### config.mk
export PLATFORM = sky130hd
export DESIGN_NAME = iacid_bank
export DESIGN_NICKNAME = d
export VERILOG_FILES = /design/src/iacid_bank.v
export VERILOG_INCLUDE_DIRS = /design/src /design/src/src
export SDC_FILE = /design/constraint.sdc
export NUM_CORES = 1
export LEC_CHECK = 0
export BUFFER_PORTS_ARGS = -buffer_cell sky130_fd_sc_hd__buf_2
export CAP_MARGIN = 20
export CORE_UTILIZATION = 27
export DETAILED_ROUTE_END_ITERATION = 10
export MAX_ROUTING_LAYER = met4
export PLACE_DENSITY = 0.75
export SETUP_SLACK_MARGIN = 0.02
export SKIP_CTS_REPAIR_TIMING = 1
export SYNTH_ARGS = -nofsm -noshare
export SYNTH_HDL_FRONTEND = slang
export SYNTH_SLANG_ARGS = --single-unit
### constraint.sdc
create_clock -name sys_clk -period 0.9 [get_ports sys_clk]
set_input_delay 0.045 -clock sys_clk [delete_from_list [all_inputs] [get_ports sys_clk]]
set_output_delay 0.045 -clock sys_clk [all_outputs]
set_load 0.01 [all_outputs]
### src/iacid_regs.vh
// Purpose: constants for the identification register bank
// Assumes: access keys pack {opc1[2:0], crn[3:0], crm[3:0], opc2[2:0]}
// Notes: all values are fixed by implementation
`ifndef IACID_REGS_VH
`define IACID_REGS_VH

// Coprocessor access keys
`define IACID_KEY_W 14
`define IACID_KEY_ISA1 14'h0011
`define IACID_KEY_ISA2 14'h0012
`define IACID_KEY_ISA3 14'h0013
`define IACID_KEY_ISA4 14'h0014
`define IACID_KEY_ISA5 14'h0015
`define IACID_KEY_ISA6 14'h0016
`define IACID_KEY_ISA7 14'h0017
`define IACID_KEY_GEOM 14'h0800
`define IACID_KEY_HIER 14'h0801
`define IACID_KEY_SEL 14'h1000

// Geometry fields
`define IACID_FLAGS_MSB 31
`define IACID_FLAGS_LSB 28
`define IACID_SETS_MSB 27
`define IACID_SETS_LSB 13
`define IACID_WAYS_MSB 12
`define IACID_WAYS_LSB 3
`define IACID_LINE_MSB 2
`define IACID_LINE_LSB 0
`define IACID_FLAGS_DATA 4'h7
`define IACID_FLAGS_INSTR 4'h2
`define IACID_SETS_16K 15'h007F
`define IACID_SETS_32K 15'h00FF
`define IACID_SETS_64K 15'h01FF
`define IACID_WAYS_FOUR 10'h003
`define IACID_LINE_EIGHT 3'h1

// Hierarchy fields
`define IACID_LOU_LSB 27
`define IACID_LOC_LSB 24
`define IACID_INNER_SHARE_UNIFY_LEVEL_LSB 21
`define IACID_LEVEL_ONE 3'h1
`define IACID_CTYPE_SPLIT 3'h3
`define IACID_CTYPE_NONE 3'h0

// Cache select register
`define IACID_SEL_IND_BIT 0
`define IACID_SEL_RESET 1'h0
`define IACID_RESERVED_WORD 32'h00000000

// Swap field position in attribute registers zero and four
`define IACID_SWAP_MSB 3
`define IACID_SWAP_LSB 0
`define IACID_SWFRAC_MSB 31
`define IACID_SWFRAC_LSB 28

`endif

### src/iacid_bank.v
// Purpose: identification bank for instruction set and level one cache; only the cache select is writable
// Assumes: one coprocessor move request per cycle, pulse cp_req, same clock as core
// Notes: answer follows one cycle after the request, all outputs registered
`include "iacid_regs.vh"
`timescale 1ns/10ps
`default_nettype none

module iacid_bank #(
	parameter CACHE_KB = 32,
	parameter [31:0] ISA_ATTR_ONE = 32'h00000000,
	parameter [31:0] ISA_ATTR_TWO = 32'h00000000,
	parameter [31:0] ISA_ATTR_THREE = 32'h00000000,
	parameter [31:0] ISA_ATTR_FOUR = 32'h00000000,
	parameter [3:0] ISA_ZERO_SWAP = 4'h0
) (
	// Clock and reset
	input wire sys_clk,
	input wire reset,
	// Coprocessor move request
	input wire cp_req,
	input wire cp_read,
	input wire [2:0] cp_opc1,
	input wire [3:0] cp_crn,
	input wire [3:0] cp_crm,
	input wire [2:0] cp_opc2,
	input wire [31:0] cp_wdata,
	input wire cp_privileged,
	input wire cp_secure,
	// Answer
	output reg cp_ack,
	output reg cp_undef,
	output reg [31:0] cp_rdata,
	// Current selection, for the cache logic
	output reg instr_or_data_select
);

	// Packs the coprocessor fields into one access key
	function [`IACID_KEY_W-1:0] access_key;
		input [2:0] opc1;
		input [3:0] crn;
		input [3:0] crm;
		input [2:0] opc2;
		begin
			access_key = {opc1, crn, crm, opc2};
		end
	endfunction

	// Set count from configured size; unsupported sizes fall back to 32KB
	function [14:0] set_count_of;
		input integer kb;
		begin
			case (kb)
				16: set_count_of = `IACID_SETS_16K;
				64: set_count_of = `IACID_SETS_64K;
				default: set_count_of = `IACID_SETS_32K;
			endcase
		end
	endfunction

	// Builds one geometry word; both caches share every field but the flags
	function [31:0] geometry_word;
		input [3:0] flags;
		input [14:0] sets;
		input [9:0] ways;
		input [2:0] line;
		begin
			geometry_word = {flags, sets, ways, line};
		end
	endfunction

	// True for every key that names a read-only identification register
	function is_id_key;
		input [`IACID_KEY_W-1:0] k;
		begin
			case (k)
				`IACID_KEY_ISA1, `IACID_KEY_ISA2, `IACID_KEY_ISA3, `IACID_KEY_ISA4: is_id_key = 1'b1;
				`IACID_KEY_ISA5, `IACID_KEY_ISA6, `IACID_KEY_ISA7: is_id_key = 1'b1;
				`IACID_KEY_GEOM, `IACID_KEY_HIER: is_id_key = 1'b1;
				default: is_id_key = 1'b0;
			endcase
		end
	endfunction

	// Packs the four capability flags in their fixed order, top bit first
	function [3:0] flag_nibble;
		input write_through;
		input write_back;
		input read_alloc;
		input write_alloc;
		begin
			flag_nibble = {write_through, write_back, read_alloc, write_alloc};
		end
	endfunction

	wire [`IACID_KEY_W-1:0] key;
	wire [14:0] set_count_field;
	wire [9:0] way_count_field;
	wire [2:0] line_length_field;
	wire [3:0] data_flags;
	wire [3:0] instr_flags;
	wire [3:0] data_flag_word;
	wire [3:0] instr_flag_word;
	wire data_write_through_flag;
	wire data_write_back_flag;
	wire data_read_alloc_flag;
	wire data_write_alloc_flag;
	wire instr_write_through_flag;
	wire instr_write_back_flag;
	wire instr_read_alloc_flag;
	wire instr_write_alloc_flag;
	wire [31:0] cache_geometry_data;
	wire [31:0] cache_geometry_instr;
	wire [2:0] unification_level;
	wire [2:0] coherence_level;
	wire [2:0] inner_share_unify_level;
	wire [2:0] level_one_cache_type;
	wire [17:0] upper_level_types;
	// Levels two to seven hold no cache
	wire [2:0] level_two_cache_type;
	wire [2:0] level_three_cache_type;
	wire [2:0] level_four_cache_type;
	wire [2:0] level_five_cache_type;
	wire [2:0] level_six_cache_type;
	wire [2:0] level_seven_cache_type;
	wire [31:0] cache_hierarchy_id;
	wire [3:0] swap_fraction_field;
	wire [31:0] isa_attr_four;
	wire selected_instr;
	wire [31:0] cache_select_view;

	// Selection is banked per security state
	reg select_secure;
	reg select_nonsecure;

	reg next_ack;
	reg next_undef;
	reg [31:0] next_rdata;
	reg next_select_secure;
	reg next_select_nonsecure;

	assign key = access_key(cp_opc1, cp_crn, cp_crm, cp_opc2);

	// Geometry fields are shared by both caches except the capability flags
	assign set_count_field = set_count_of(CACHE_KB);
	assign way_count_field = `IACID_WAYS_FOUR;
	assign line_length_field = `IACID_LINE_EIGHT;
	// Each capability is named so that the cache logic can take single bits
	assign data_flag_word = `IACID_FLAGS_DATA;
	assign data_write_through_flag = data_flag_word[3];
	assign data_write_back_flag = data_flag_word[2];
	assign data_read_alloc_flag = data_flag_word[1];
	assign data_write_alloc_flag = data_flag_word[0];
	assign instr_flag_word = `IACID_FLAGS_INSTR;
	assign instr_write_through_flag = instr_flag_word[3];
	assign instr_write_back_flag = instr_flag_word[2];
	assign instr_read_alloc_flag = instr_flag_word[1];
	assign instr_write_alloc_flag = instr_flag_word[0];
	assign data_flags = flag_nibble(data_write_through_flag, data_write_back_flag, data_read_alloc_flag,
		data_write_alloc_flag);
	assign instr_flags = flag_nibble(instr_write_through_flag, instr_write_back_flag, instr_read_alloc_flag,
		instr_write_alloc_flag);
	// Flags sit in bits 31 to 28: through, back, read alloc, write alloc
	assign cache_geometry_data = geometry_word(data_flags, set_count_field, way_count_field,
		line_length_field);
	assign cache_geometry_instr = geometry_word(instr_flags, set_count_field, way_count_field,
		line_length_field);

	assign unification_level = `IACID_LEVEL_ONE;
	assign coherence_level = `IACID_LEVEL_ONE;
	assign inner_share_unify_level = `IACID_LEVEL_ONE;
	assign level_one_cache_type = `IACID_CTYPE_SPLIT;
	assign level_two_cache_type = `IACID_CTYPE_NONE;
	assign level_three_cache_type = `IACID_CTYPE_NONE;
	assign level_four_cache_type = `IACID_CTYPE_NONE;
	assign level_five_cache_type = `IACID_CTYPE_NONE;
	assign level_six_cache_type = `IACID_CTYPE_NONE;
	assign level_seven_cache_type = `IACID_CTYPE_NONE;
	// Highest level sits in the top bits of the group
	assign upper_level_types = {level_seven_cache_type, level_six_cache_type, level_five_cache_type,
		level_four_cache_type, level_three_cache_type, level_two_cache_type};
	// Bits 31 and 30 are unpredictable; they read as zero here
	assign cache_hierarchy_id = {2'h0, unification_level, coherence_level, inner_share_unify_level,
		upper_level_types, level_one_cache_type};

	// Swap fraction is hidden unless attribute zero reports no swap support,
	// so software that forgets the dependency still sees nothing misleading
	assign swap_fraction_field = (ISA_ZERO_SWAP == 4'h0) ?
		ISA_ATTR_FOUR[`IACID_SWFRAC_MSB:`IACID_SWFRAC_LSB] : 4'h0;
	assign isa_attr_four = {swap_fraction_field, ISA_ATTR_FOUR[`IACID_SWFRAC_LSB-1:0]};

	// The selection seen by the geometry read is that of the requesting state
	assign selected_instr = cp_secure ? select_secure : select_nonsecure;
	// Level field and upper bits always read zero
	assign cache_select_view = {31'h00000000, selected_instr};

	always @* begin
		next_ack = cp_req;
		next_undef = 1'b0;
		next_rdata = 32'h00000000;
		next_select_secure = select_secure;
		next_select_nonsecure = select_nonsecure;
		if (cp_req) begin
			if (!cp_privileged) begin
				// No contents leak to user mode
				next_undef = 1'b1;
			end else begin
				// Identification reads ignore the security state, except geometry, which follows that state's selection
				case (key)
					`IACID_KEY_ISA1: begin
						if (cp_read) begin
							next_rdata = ISA_ATTR_ONE;
						end
					end
					`IACID_KEY_ISA2: begin
						if (cp_read) begin
							next_rdata = ISA_ATTR_TWO;
						end
					end
					`IACID_KEY_ISA3: begin
						if (cp_read) begin
							next_rdata = ISA_ATTR_THREE;
						end
					end
					`IACID_KEY_ISA4: begin
						if (cp_read) begin
							next_rdata = isa_attr_four;
						end
					end
					`IACID_KEY_ISA5, `IACID_KEY_ISA6, `IACID_KEY_ISA7: begin
						next_rdata = `IACID_RESERVED_WORD;
					end
					`IACID_KEY_GEOM: begin
						if (cp_read) begin
							next_rdata = selected_instr ? cache_geometry_instr : cache_geometry_data;
						end
					end
					`IACID_KEY_HIER: begin
						if (cp_read) begin
							next_rdata = cache_hierarchy_id;
						end
					end
					`IACID_KEY_SEL: begin
						if (cp_read) begin
							next_rdata = cache_select_view;
						end else if (cp_secure) begin
							// Only bit zero is stored; level bits are dropped
							next_select_secure = cp_wdata[`IACID_SEL_IND_BIT];
						end else begin
							next_select_nonsecure = cp_wdata[`IACID_SEL_IND_BIT];
						end
					end
					default: begin
						next_undef = 1'b1;
					end
				endcase
				// Writes to identification keys fall through the case unchanged
				// and are answered without effect
				if (!cp_read && is_id_key(key)) begin
					next_rdata = 32'h00000000;
				end
			end
		end
	end

	always @(posedge sys_clk) begin
		if (reset) begin
			cp_ack <= 1'b0;
			cp_undef <= 1'b0;
			cp_rdata <= 32'h00000000;
			select_secure <= `IACID_SEL_RESET;
			select_nonsecure <= `IACID_SEL_RESET;
			instr_or_data_select <= `IACID_SEL_RESET;
		end else begin
			cp_ack <= next_ack;
			cp_undef <= next_undef;
			cp_rdata <= next_rdata;
			select_secure <= next_select_secure;
			select_nonsecure <= next_select_nonsecure;
			// Exported selection follows the secure copy
			instr_or_data_select <= next_select_secure;
		end
	end

endmodule // iacid_bank

`default_nettype wire

Word level (Yosys, flattened, before mapping):

Index checks and enable logic that the tools add are counted.
W data, S select, Z words.

* logic and storage cells: 38
* input bits: 52
* bits in registers: 36
* output and inout bits: 35

* muxes and demuxes: 11
* equality and inequality tests: 10
* reduce and logical (&&, ||, !) cells: 8
* bitwise logic cells: 4

Operator list (count)
* $eq A14 B5 Y1 const B: 7
* $pmux W31 S3: 1
* $mux W31: 2
* $eq A14 B12 Y1 const B: 2
* $mux W28: 1
* $eq A14 B13 Y1 const B: 1
* $reduce_and A5 Y1: 2
* $reduce_or A10 Y1: 1
* $reduce_or A9 Y1: 1
* $mux W1: 7
* $not A1 Y1: 4
* $reduce_or A4 Y1: 1
* $reduce_or A2 Y1: 1
* $logic_and A1 B1 Y1: 1
* $logic_not A1 Y1: 1

Longest topological paths before layout:

Gate-level depths: netlist of the first run.

* word-level depth: 7
* mapped depth: 4
* gate-level depth less buffers: 4

Worst setup path before layout of the first run:

OpenSTA, ideal clock, no wires.

* kind: input-to-reg
* start: in cp_crn[2]
* end: reg select_secure
* setup slack: -59 ps
* arrival time: 834 ps
* required time: 775 ps
* path buffers: 0
* library setup time: 125 ps
* cell stages on the path: 4
* cells stage by stage: nor4_4 -> nand4b_1 -> o31ai_1 -> a21oi_1

* longest elaborated chain between the ends: 2

Ends and longest elaborated chain
* start: declaration: line iacid_bank.v:23 `input wire [3:0] cp_crn,`
* $eq A14 B13 Y1: line iacid_bank.v:208 `case (key)`
* $reduce_and A5 Y1 (no source line)
* end signal: assignment: line iacid_bank.v:270 `` select_secure <= `IACID_SEL_RESET; ``
* end signal: assignment: line iacid_bank.v:277 `select_secure <= next_select_secure;`
* end: declaration: line iacid_bank.v:132 `reg select_secure;`

Every way passes these cells.
A chain may end at the register's enable or synchronous reset.

Worst setup path after layout of the first run:

* start: in cp_opc1[2]
* end: reg select_nonsecure

* longest elaborated chain between the ends: 2

Ends and longest elaborated chain
* start: declaration: line iacid_bank.v:22 `input wire [2:0] cp_opc1,`
* $eq A14 B13 Y1: line iacid_bank.v:208
* $reduce_and A5 Y1 (no source line)
* end signal: assignment: line iacid_bank.v:271 `` select_nonsecure <= `IACID_SEL_RESET; ``
* end signal: assignment: line iacid_bank.v:278 `select_nonsecure <= next_select_nonsecure;`
* end: declaration: line iacid_bank.v:133 `reg select_nonsecure;`

Every way passes these cells.

==> run_results.csv, run 1 <==
group,metric,value,unit
logic_synthesis,avgSynthCellArea,8.94,um2
sta,fin_crit_sh,100,%
sta,fmax,1110,MHz
logic_synthesis,post_synth_fa_ha_maj_area_fraction,0,%
global_routing,overflow,0,
place,hpwlAfterDp,1.07,mm
drt,route.vias.total,560,
place,gp_congestion,0.711,
sta,whs,0.0728,ns
logic_synthesis,synth_mux_area_share,1.80,%
cells_and_area,num_antenna_cells,0,
die,die_area,2510,um2
critical_path,cp_num_buf_inv,1,
place,dp_cells,134,
power_and_ir_drop,power_density,916,nW/um2
global_routing,use_met3,2.12,%
drt,dr.pass1.iters,2,
place,io_buffers,41,
critical_path,cp_top_family,"simple AND/OR/NAND/NOR gates",
sta,setup_viol,1,
cells_and_area,register_area,164,um2
die,initial_core_util,28.6,%
hold_path,hold_class,"primary input to flop",
drt,drt-initial-drc-count,9,
global_routing,grt_pass1_wl,1.81,mm
cts,h-tree-depth,1,
drt,drt-vias-per-instance,4.03,
cts,clk_pin_slew,0.05,ns
cells_and_area,nNetsFinal,165,
critical_path,max_stage_delay,0.33,ns
critical_path,critPathKind,"primary input to flop",
logic_synthesis,synthSimpleGateAreaFrac,31.0,%
die,core_region_area,2190,um2
logic_synthesis,synth_compound_gate_area_share,6.80,%
drt,ant_nets,0,
drt,drc,0,
critical_path,end_kind,"flop",
cells_and_area,final_cells,139,
global_routing,antenna_found_initial,0,
sta,hold_viol,0,
cells_and_area,fin_util,39.5,%
global_routing,use_met2,15.6,%
global_routing,grtUsageTotal,9.97,%
global_routing,top_usage_layer,"met2",
critical_path,worstPathMaxFanout,4,
cts,clk_path_buf_depth,2,
cts,clock_latency,0.25,ns
critical_path,start_kind,"primary input",
place,preCtsSetupSlack,-0.276,ns
power_and_ir_drop,vdd_drop_max,0.429,mV
global_routing,grt_pass1_vias,452,
cts,cts_buffers,3,
cells_and_area,drive_gt1_share,61.3,%
sta,finClkSkew,0.00417,ns
sta,rsz0062_at_grt,"true",
status,violations,"setup timing",
logic_synthesis,ys_ff_latch,8,
logic_synthesis,synth_warnings,0,
power_and_ir_drop,total_power,0.000792,W
cells_and_area,multi_input_area,323,um2
logic_synthesis,synth_top_family_by_area,"buffers and inverters",
die,io_pins,87,
logic_synthesis,synth_cells,70,
die,die_w,50.1,um
logic_synthesis,seq_area_frac_synth,25.6,%
cts,clkSinkCount,8,
cts,root_buffer,"clkbuf_4",
cells_and_area,num-fill-cells,238,
critical_path,worstPathCellList,"buf_6 > nor4_4 > nand4b_1 > o31ai_1 > a21oi_1",
die,dieHeight,50.1,um
cts,cts_tree,"built",
logic_synthesis,ys_types,22,
drt,routed_wl,1.24,mm
sta,drv_slew,0,
global_routing,grt_max_degree,12,
cells_and_area,area_growth,38.2,%
logic_synthesis,syn_area,626,um2
logic_synthesis,synth_xor_area_share,0,%
critical_path,crit_required,1.03,ns
global_routing,grtUsageMet1,11.2,%
status,status,"complete, but fails checks",
die,placement_rows,17,
drt,wl_per_cell,8.88,um
sta,min_period,0.901,ns
power_and_ir_drop,leakage,0.437,nW
run,drv_cap,0,
critical_path,cp.arrival,1.03,ns
sta,layout_setup_ws,-0.000638,ns
critical_path,critPathSlowestCell,"nor4_4",
## synth_stat cells
master	number	area share [%]
conb_1	1	0.60
nor2_1	2	1.2
nor4_2	1	2.0
dfxtp_1	8	26
nand4b_1	1	1.4
nor2b_1	3	3.0
inv_1	1	0.60
nor4_4	2	6.8
nand4_1	3	3.0
mux2_2	1	1.8
nand2_1	2	1.2
and4b_1	1	1.6
nor3_1	2	1.6
o31ai_1	2	2.4
o211ai_1	1	1.2
nor3b_1	1	1.2
nand3_4	1	2.8
a21oi_1	4	3.2
nand3_1	3	2.4
or3_1	1	1.0
buf_4	28	34
and3_4	1	1.8
## logic make-up (layout without fill, tap and decap cells)
kind of cell           after synthesis  after routing
and+or+nand+nor                     24             24
AOI/OAI and AO/OA                    7              7
muxes                                1              1
buffers and inverters               29             57
DFF                                  8              8
other                                1             14
## layer usage
metal / part of all wire [%] / up-vias
met2: 48 / 36
met4: 0.65 / 0
li1: - / 286
met5: 0 / -
met1: 42 / 236
met3: 9.7 / 2
## sequential cells by signal (all words and copies together) (netlist names)
register	cells
select_nonsecure	1
cp_undef	1
select_secure	1
cp_rdata	4
cp_ack	1
## tightest hold or removal path, cell delays in order
cell     delay (ns)
buf_2          0.11
nand4_1        0.06
a21oi_1        0.06
## stage by stage
stage / instance area, um2 / TNS (ns)
CTS: 802 / -0.323
floorplan: 674 / -0.172
global route: 865 / -0.138
detailed placement: 779 / -1.40
global placement: 779 / -1.15
finish: 865 / -0.000638
## cell type report
type,count,area share [%]
Multi-Input combinational cell,46,37.3
Sequential cell,8,19.0
Tap cell,28,4.05
Timing Repair Buffer,53,36.6
Clock buffer,3,2.60
Inverter,1,0.434
## cell usage in the layout, fill, tap and decap left out, types with 2 or more instances in the layout
cell type,n
a21oi_1,3
buf_2,38
buf_4,11
buf_6,3
clkbuf_4,3
conb_1,14
dfxtp_1,5
dfxtp_2,3
nand2_1,2
nand3_1,2
nand4_1,3
nor2_1,2
nor2b_1,3
nor4_4,2
o31ai_1,2
## path summary, 6_finish.rpt
check / from / endpoint / slack, ns / depth (start not counted)
worst min-delay path: cp_wdata[0] / select_secure$_SDFFE_PP0P_ / 0.07 / 3
worst max-delay path: cp_opc1[2] / select_nonsecure$_SDFFE_PP0P_ / -0.0006 / 5
worst max register to register: select_nonsecure$_SDFFE_PP0P_ / cp_rdata[0]$_SDFF_PP0_ / 0.05 / 3
worst min register to register: select_nonsecure$_SDFFE_PP0P_ / select_nonsecure$_SDFFE_PP0P_ / 0.48 / 2
## power breakdown
group | switching [W] | leakage [nW] | internal, W | total [W]
combinational | 0.0000887 | 0.356 | 0.0000810 | 0.000170
clock | 0.000110 | 0.0138 | 0.000152 | 0.000262
sequential | 0.000000815 | 0.0665 | 0.000359 | 0.000360
total | 0.000200 | 0.437 | 0.000592 | 0.000792
No activity file was read; power rests on OpenSTA's default activity.
==> run 2, diff against run 1 <==
--- a/config.mk
+++ b/config.mk
@@ -6,9 +6,10 @@
 export SDC_FILE = /design/constraint.sdc
 export NUM_CORES = 1
 export LEC_CHECK = 0
+export ABC_AREA = 1
 export BUFFER_PORTS_ARGS = -buffer_cell sky130_fd_sc_hd__buf_2
 export CAP_MARGIN = 20
-export CORE_UTILIZATION = 27
+export CORE_UTILIZATION = 28
 export DETAILED_ROUTE_END_ITERATION = 10
 export MAX_ROUTING_LAYER = met4
 export PLACE_DENSITY = 0.75
@@ -17,3 +18,4 @@
 export SYNTH_ARGS = -nofsm -noshare
 export SYNTH_HDL_FRONTEND = slang
 export SYNTH_SLANG_ARGS = --single-unit
+export TNS_END_PERCENT = 100
==> run 2 against run 1 <==
Compared with the run above: the flow now finishes without violations; sequential share of layout area increased by 0.35 points; core utilization down 2.0 points; clock-buffer cell count is the same; setup slack better by 0.085 ns; combinational power decreased by 9%; non-clock buffer count shrank 5; via count increased by 15%; global-route usage shrank 0.86 points; flip-flop and latch count stayed put.
==> run_results.csv, run 2 <==
group,metric,value,unit
logic_synthesis,synth_enable_flop_cells,0,
critical_path,end_kind,"output port",
drt,routed_wl,1.14,mm
drt,wl_per_cell,6.80,um
logic_synthesis,async_flop_share,0,%
logic_synthesis,ys.flop_type,"dfxtp_1",
place,dp_cells,161,
critical_path,start_kind,"flop",
cells_and_area,drive_gt1_share,43.2,%
power_and_ir_drop,power_density,923,nW/um2
logic_synthesis,syn_area,673,um2
global_routing,grt_pass1_wl,1.77,mm
logic_synthesis,synth_area_leaders,"buf_4, dfxtp_1, nand2_1",
power_and_ir_drop,total_power,0.000771,W
logic_synthesis,avgSynthCellArea,6.54,um2
critical_path,cp.arrival,0.77,ns
hold_path,hold_class,"primary input to flop",
power_and_ir_drop,leakage,0.501,nW
logic_synthesis,ys_ff_latch,8,
place,hpwlAfterDp,991,um
cells_and_area,fin_util,37.4,%
die,core_region_area,2230,um2
power_and_ir_drop,vdd_drop_max,0.599,mV
critical_path,worstPathMaxFanout,11,
drt,drc,0,
critical_path,cp_top_family,"flip-flops",
hold_path,min-delay-start,"cp_wdata[0]",
drt,dr.pass1.iters,4,
global_routing,antenna_found_initial,0,
global_routing,grt_max_degree,12,
critical_path,crit_required,0.85,ns
die,initial_core_util,30.1,%
cts,clock_latency,0.25,ns
critical_path,reg2reg_setup_slack,0.17,ns
cts,clkSinkCount,8,
run,drv_cap,0,
logic_synthesis,synth_cells,103,
logic_synthesis,synth_top_area_cell,"buf_4",
logic_synthesis,synth_warnings,0,
die,io_pins,87,
cells_and_area,nNetsFinal,193,
die,dieHeight,51.0,um
logic_synthesis,synth_top_cell_area_share,31.2,%
cts,root_buffer,"clkbuf_4",
cts,clk_path_buf_depth,2,
sta,min_period,0.816,ns
global_routing,grtUsageTotal,9.11,%
cells_and_area,final_common_cell,"buf_2",
sta,fin_crit_sh,90.6,%
drt,ant_nets,0,
critical_path,critPathSlowestCell,"dfxtp_2",
critical_path,reg2reg_depth,4,
drt,route.vias.total,644,
sta,fmax,1230,MHz
sta,rsz0062_at_grt,"false",
drt,drt-initial-drc-count,3,
sta,setup_viol,0,
global_routing,grt_pass1_vias,499,
critical_path,regToRegEndpoint,"cp_rdata[0]$_SDFF_PP0_",
cells_and_area,final_cells,167,
critical_path,worstPathCellList,"buf_2",
sta,hold_viol,0,
cells_and_area,num_antenna_cells,0,
place,io_buffers,41,
sta,drv_slew,0,
cts,h-tree-depth,1,
cts,cts_buffers,3,
logic_synthesis,seq_area_frac_synth,23.8,%
sta,tns,0,ns
cells_and_area,area_growth,24.2,%
logic_synthesis,synthTopCellsByCount,"buf_4, nand2_1, nor2_1, inv_1, dfxtp_1",
cts,cts_tree,"built",
critical_path,max_stage_delay,0.38,ns
critical_path,cp_num_buf_inv,1,
logic_synthesis,yosysMostFrequentCell,"buf_4",
sta,finClkSkew,0.00537,ns
critical_path,critPathKind,"flop to output port",
drt,drt-vias-per-instance,3.86,
status,status,"finished clean",
hold_path,hold_path_end,"select_nonsecure$_SDFFE_PP0P_",
cts,clk_pin_slew,0.05,ns
die,die_w,51.0,um
cells_and_area,final_cell_mix,"buf_2, nand2_1, nor2_1",
place,gp_congestion,0.786,
cells_and_area,top_register,"cp_rdata",
die,die_area,2600,um2
global_routing,overflow,0,
cells_and_area,largest_reg_flops,4,
die,placement_rows,17,
hold_path,hold_depth,3,
critical_path,worstReg2RegStart,"select_nonsecure$_SDFFE_PP0P_",
logic_synthesis,ys_types,15,
run 2: cell count changes in the layout (fill, tap and decap cells not counted), moves of 3 or more:
cell and change:
buf_2 +3, buf_4 -7, buf_6 -3, inv_1 +12, nand2_1 +14, nand2_2 +4
nor2_1 +14, nor2_2 +5, nor2b_1 -3
run 2: per-stage QoR:
| step | worst slack, ns | cell area [um2] | hold slack (ns) |
|---|---|---|---|
| CTS | -0.0172 | 805 | -0.0210 |
| detailed placement | -0.0567 | 782 | 0.243 |
| finish | 0.0843 | 836 | 0.0454 |
| global route | 0.0261 | 836 | 0.0562 |
| floorplan | 0.135 | 722 | 0.114 |
| global placement | -0.0307 | 782 | 0.246 |
run 2: cells by family after synthesis:
family / count (synthesis) / synth area share [%]
other: 1 / 0.557
flip-flops: 8 / 23.8
AND/OR/NAND/NOR: 49 / 34.2
AO/OA/AOI/OAI: 4 / 2.97
buffers and inverters: 41 / 38.5
run 2: worst max path at each step:
stage,slack (ns),start,cells after the start,endpoint
after floorplan,0.14,cp_crm[2],6,select_secure$_SDFFE_PP0P_
after global placement,-0.03,cp_crm[2],7,select_secure$_SDFFE_PP0P_
after detailed placement,-0.06,cp_crn[0],7,select_secure$_SDFFE_PP0P_
after CTS,-0.02,cp_rdata[29]$_SDFF_PP0_,1,cp_rdata[20]
after global routing,0.03,cp_rdata[29]$_SDFF_PP0_,1,cp_rdata[15]
final,0.08,cp_rdata[29]$_SDFF_PP0_,1,cp_rdata[17]
run 2: layer usage:
layer	share of wire (%)	track usage [%]	vias to the layer above
met3	12	3.57	0
met4	0	0	0
met5	0	-	-
met2	51	16.7	37
li1	-	-	339
met1	37	9.79	268
run 2: layout make-up:
class                      instances  area (um2)
inverter                          13        48.8
timing repair buffer              48         265
tap                               28        35.0
fill                             257        1400
sequential                         8         161
multi-input combinational         67         303
clock buffer                       3        22.5
run 2: where the power goes:
| group | switching (W) | internal (W) |
|---|---|---|
| Clock | 0.000104 | 0.000151 |
| Sequential | 0.00000113 | 0.000360 |
| Combinational | 0.0000869 | 0.0000680 |
| Total | 0.000192 | 0.000579 |
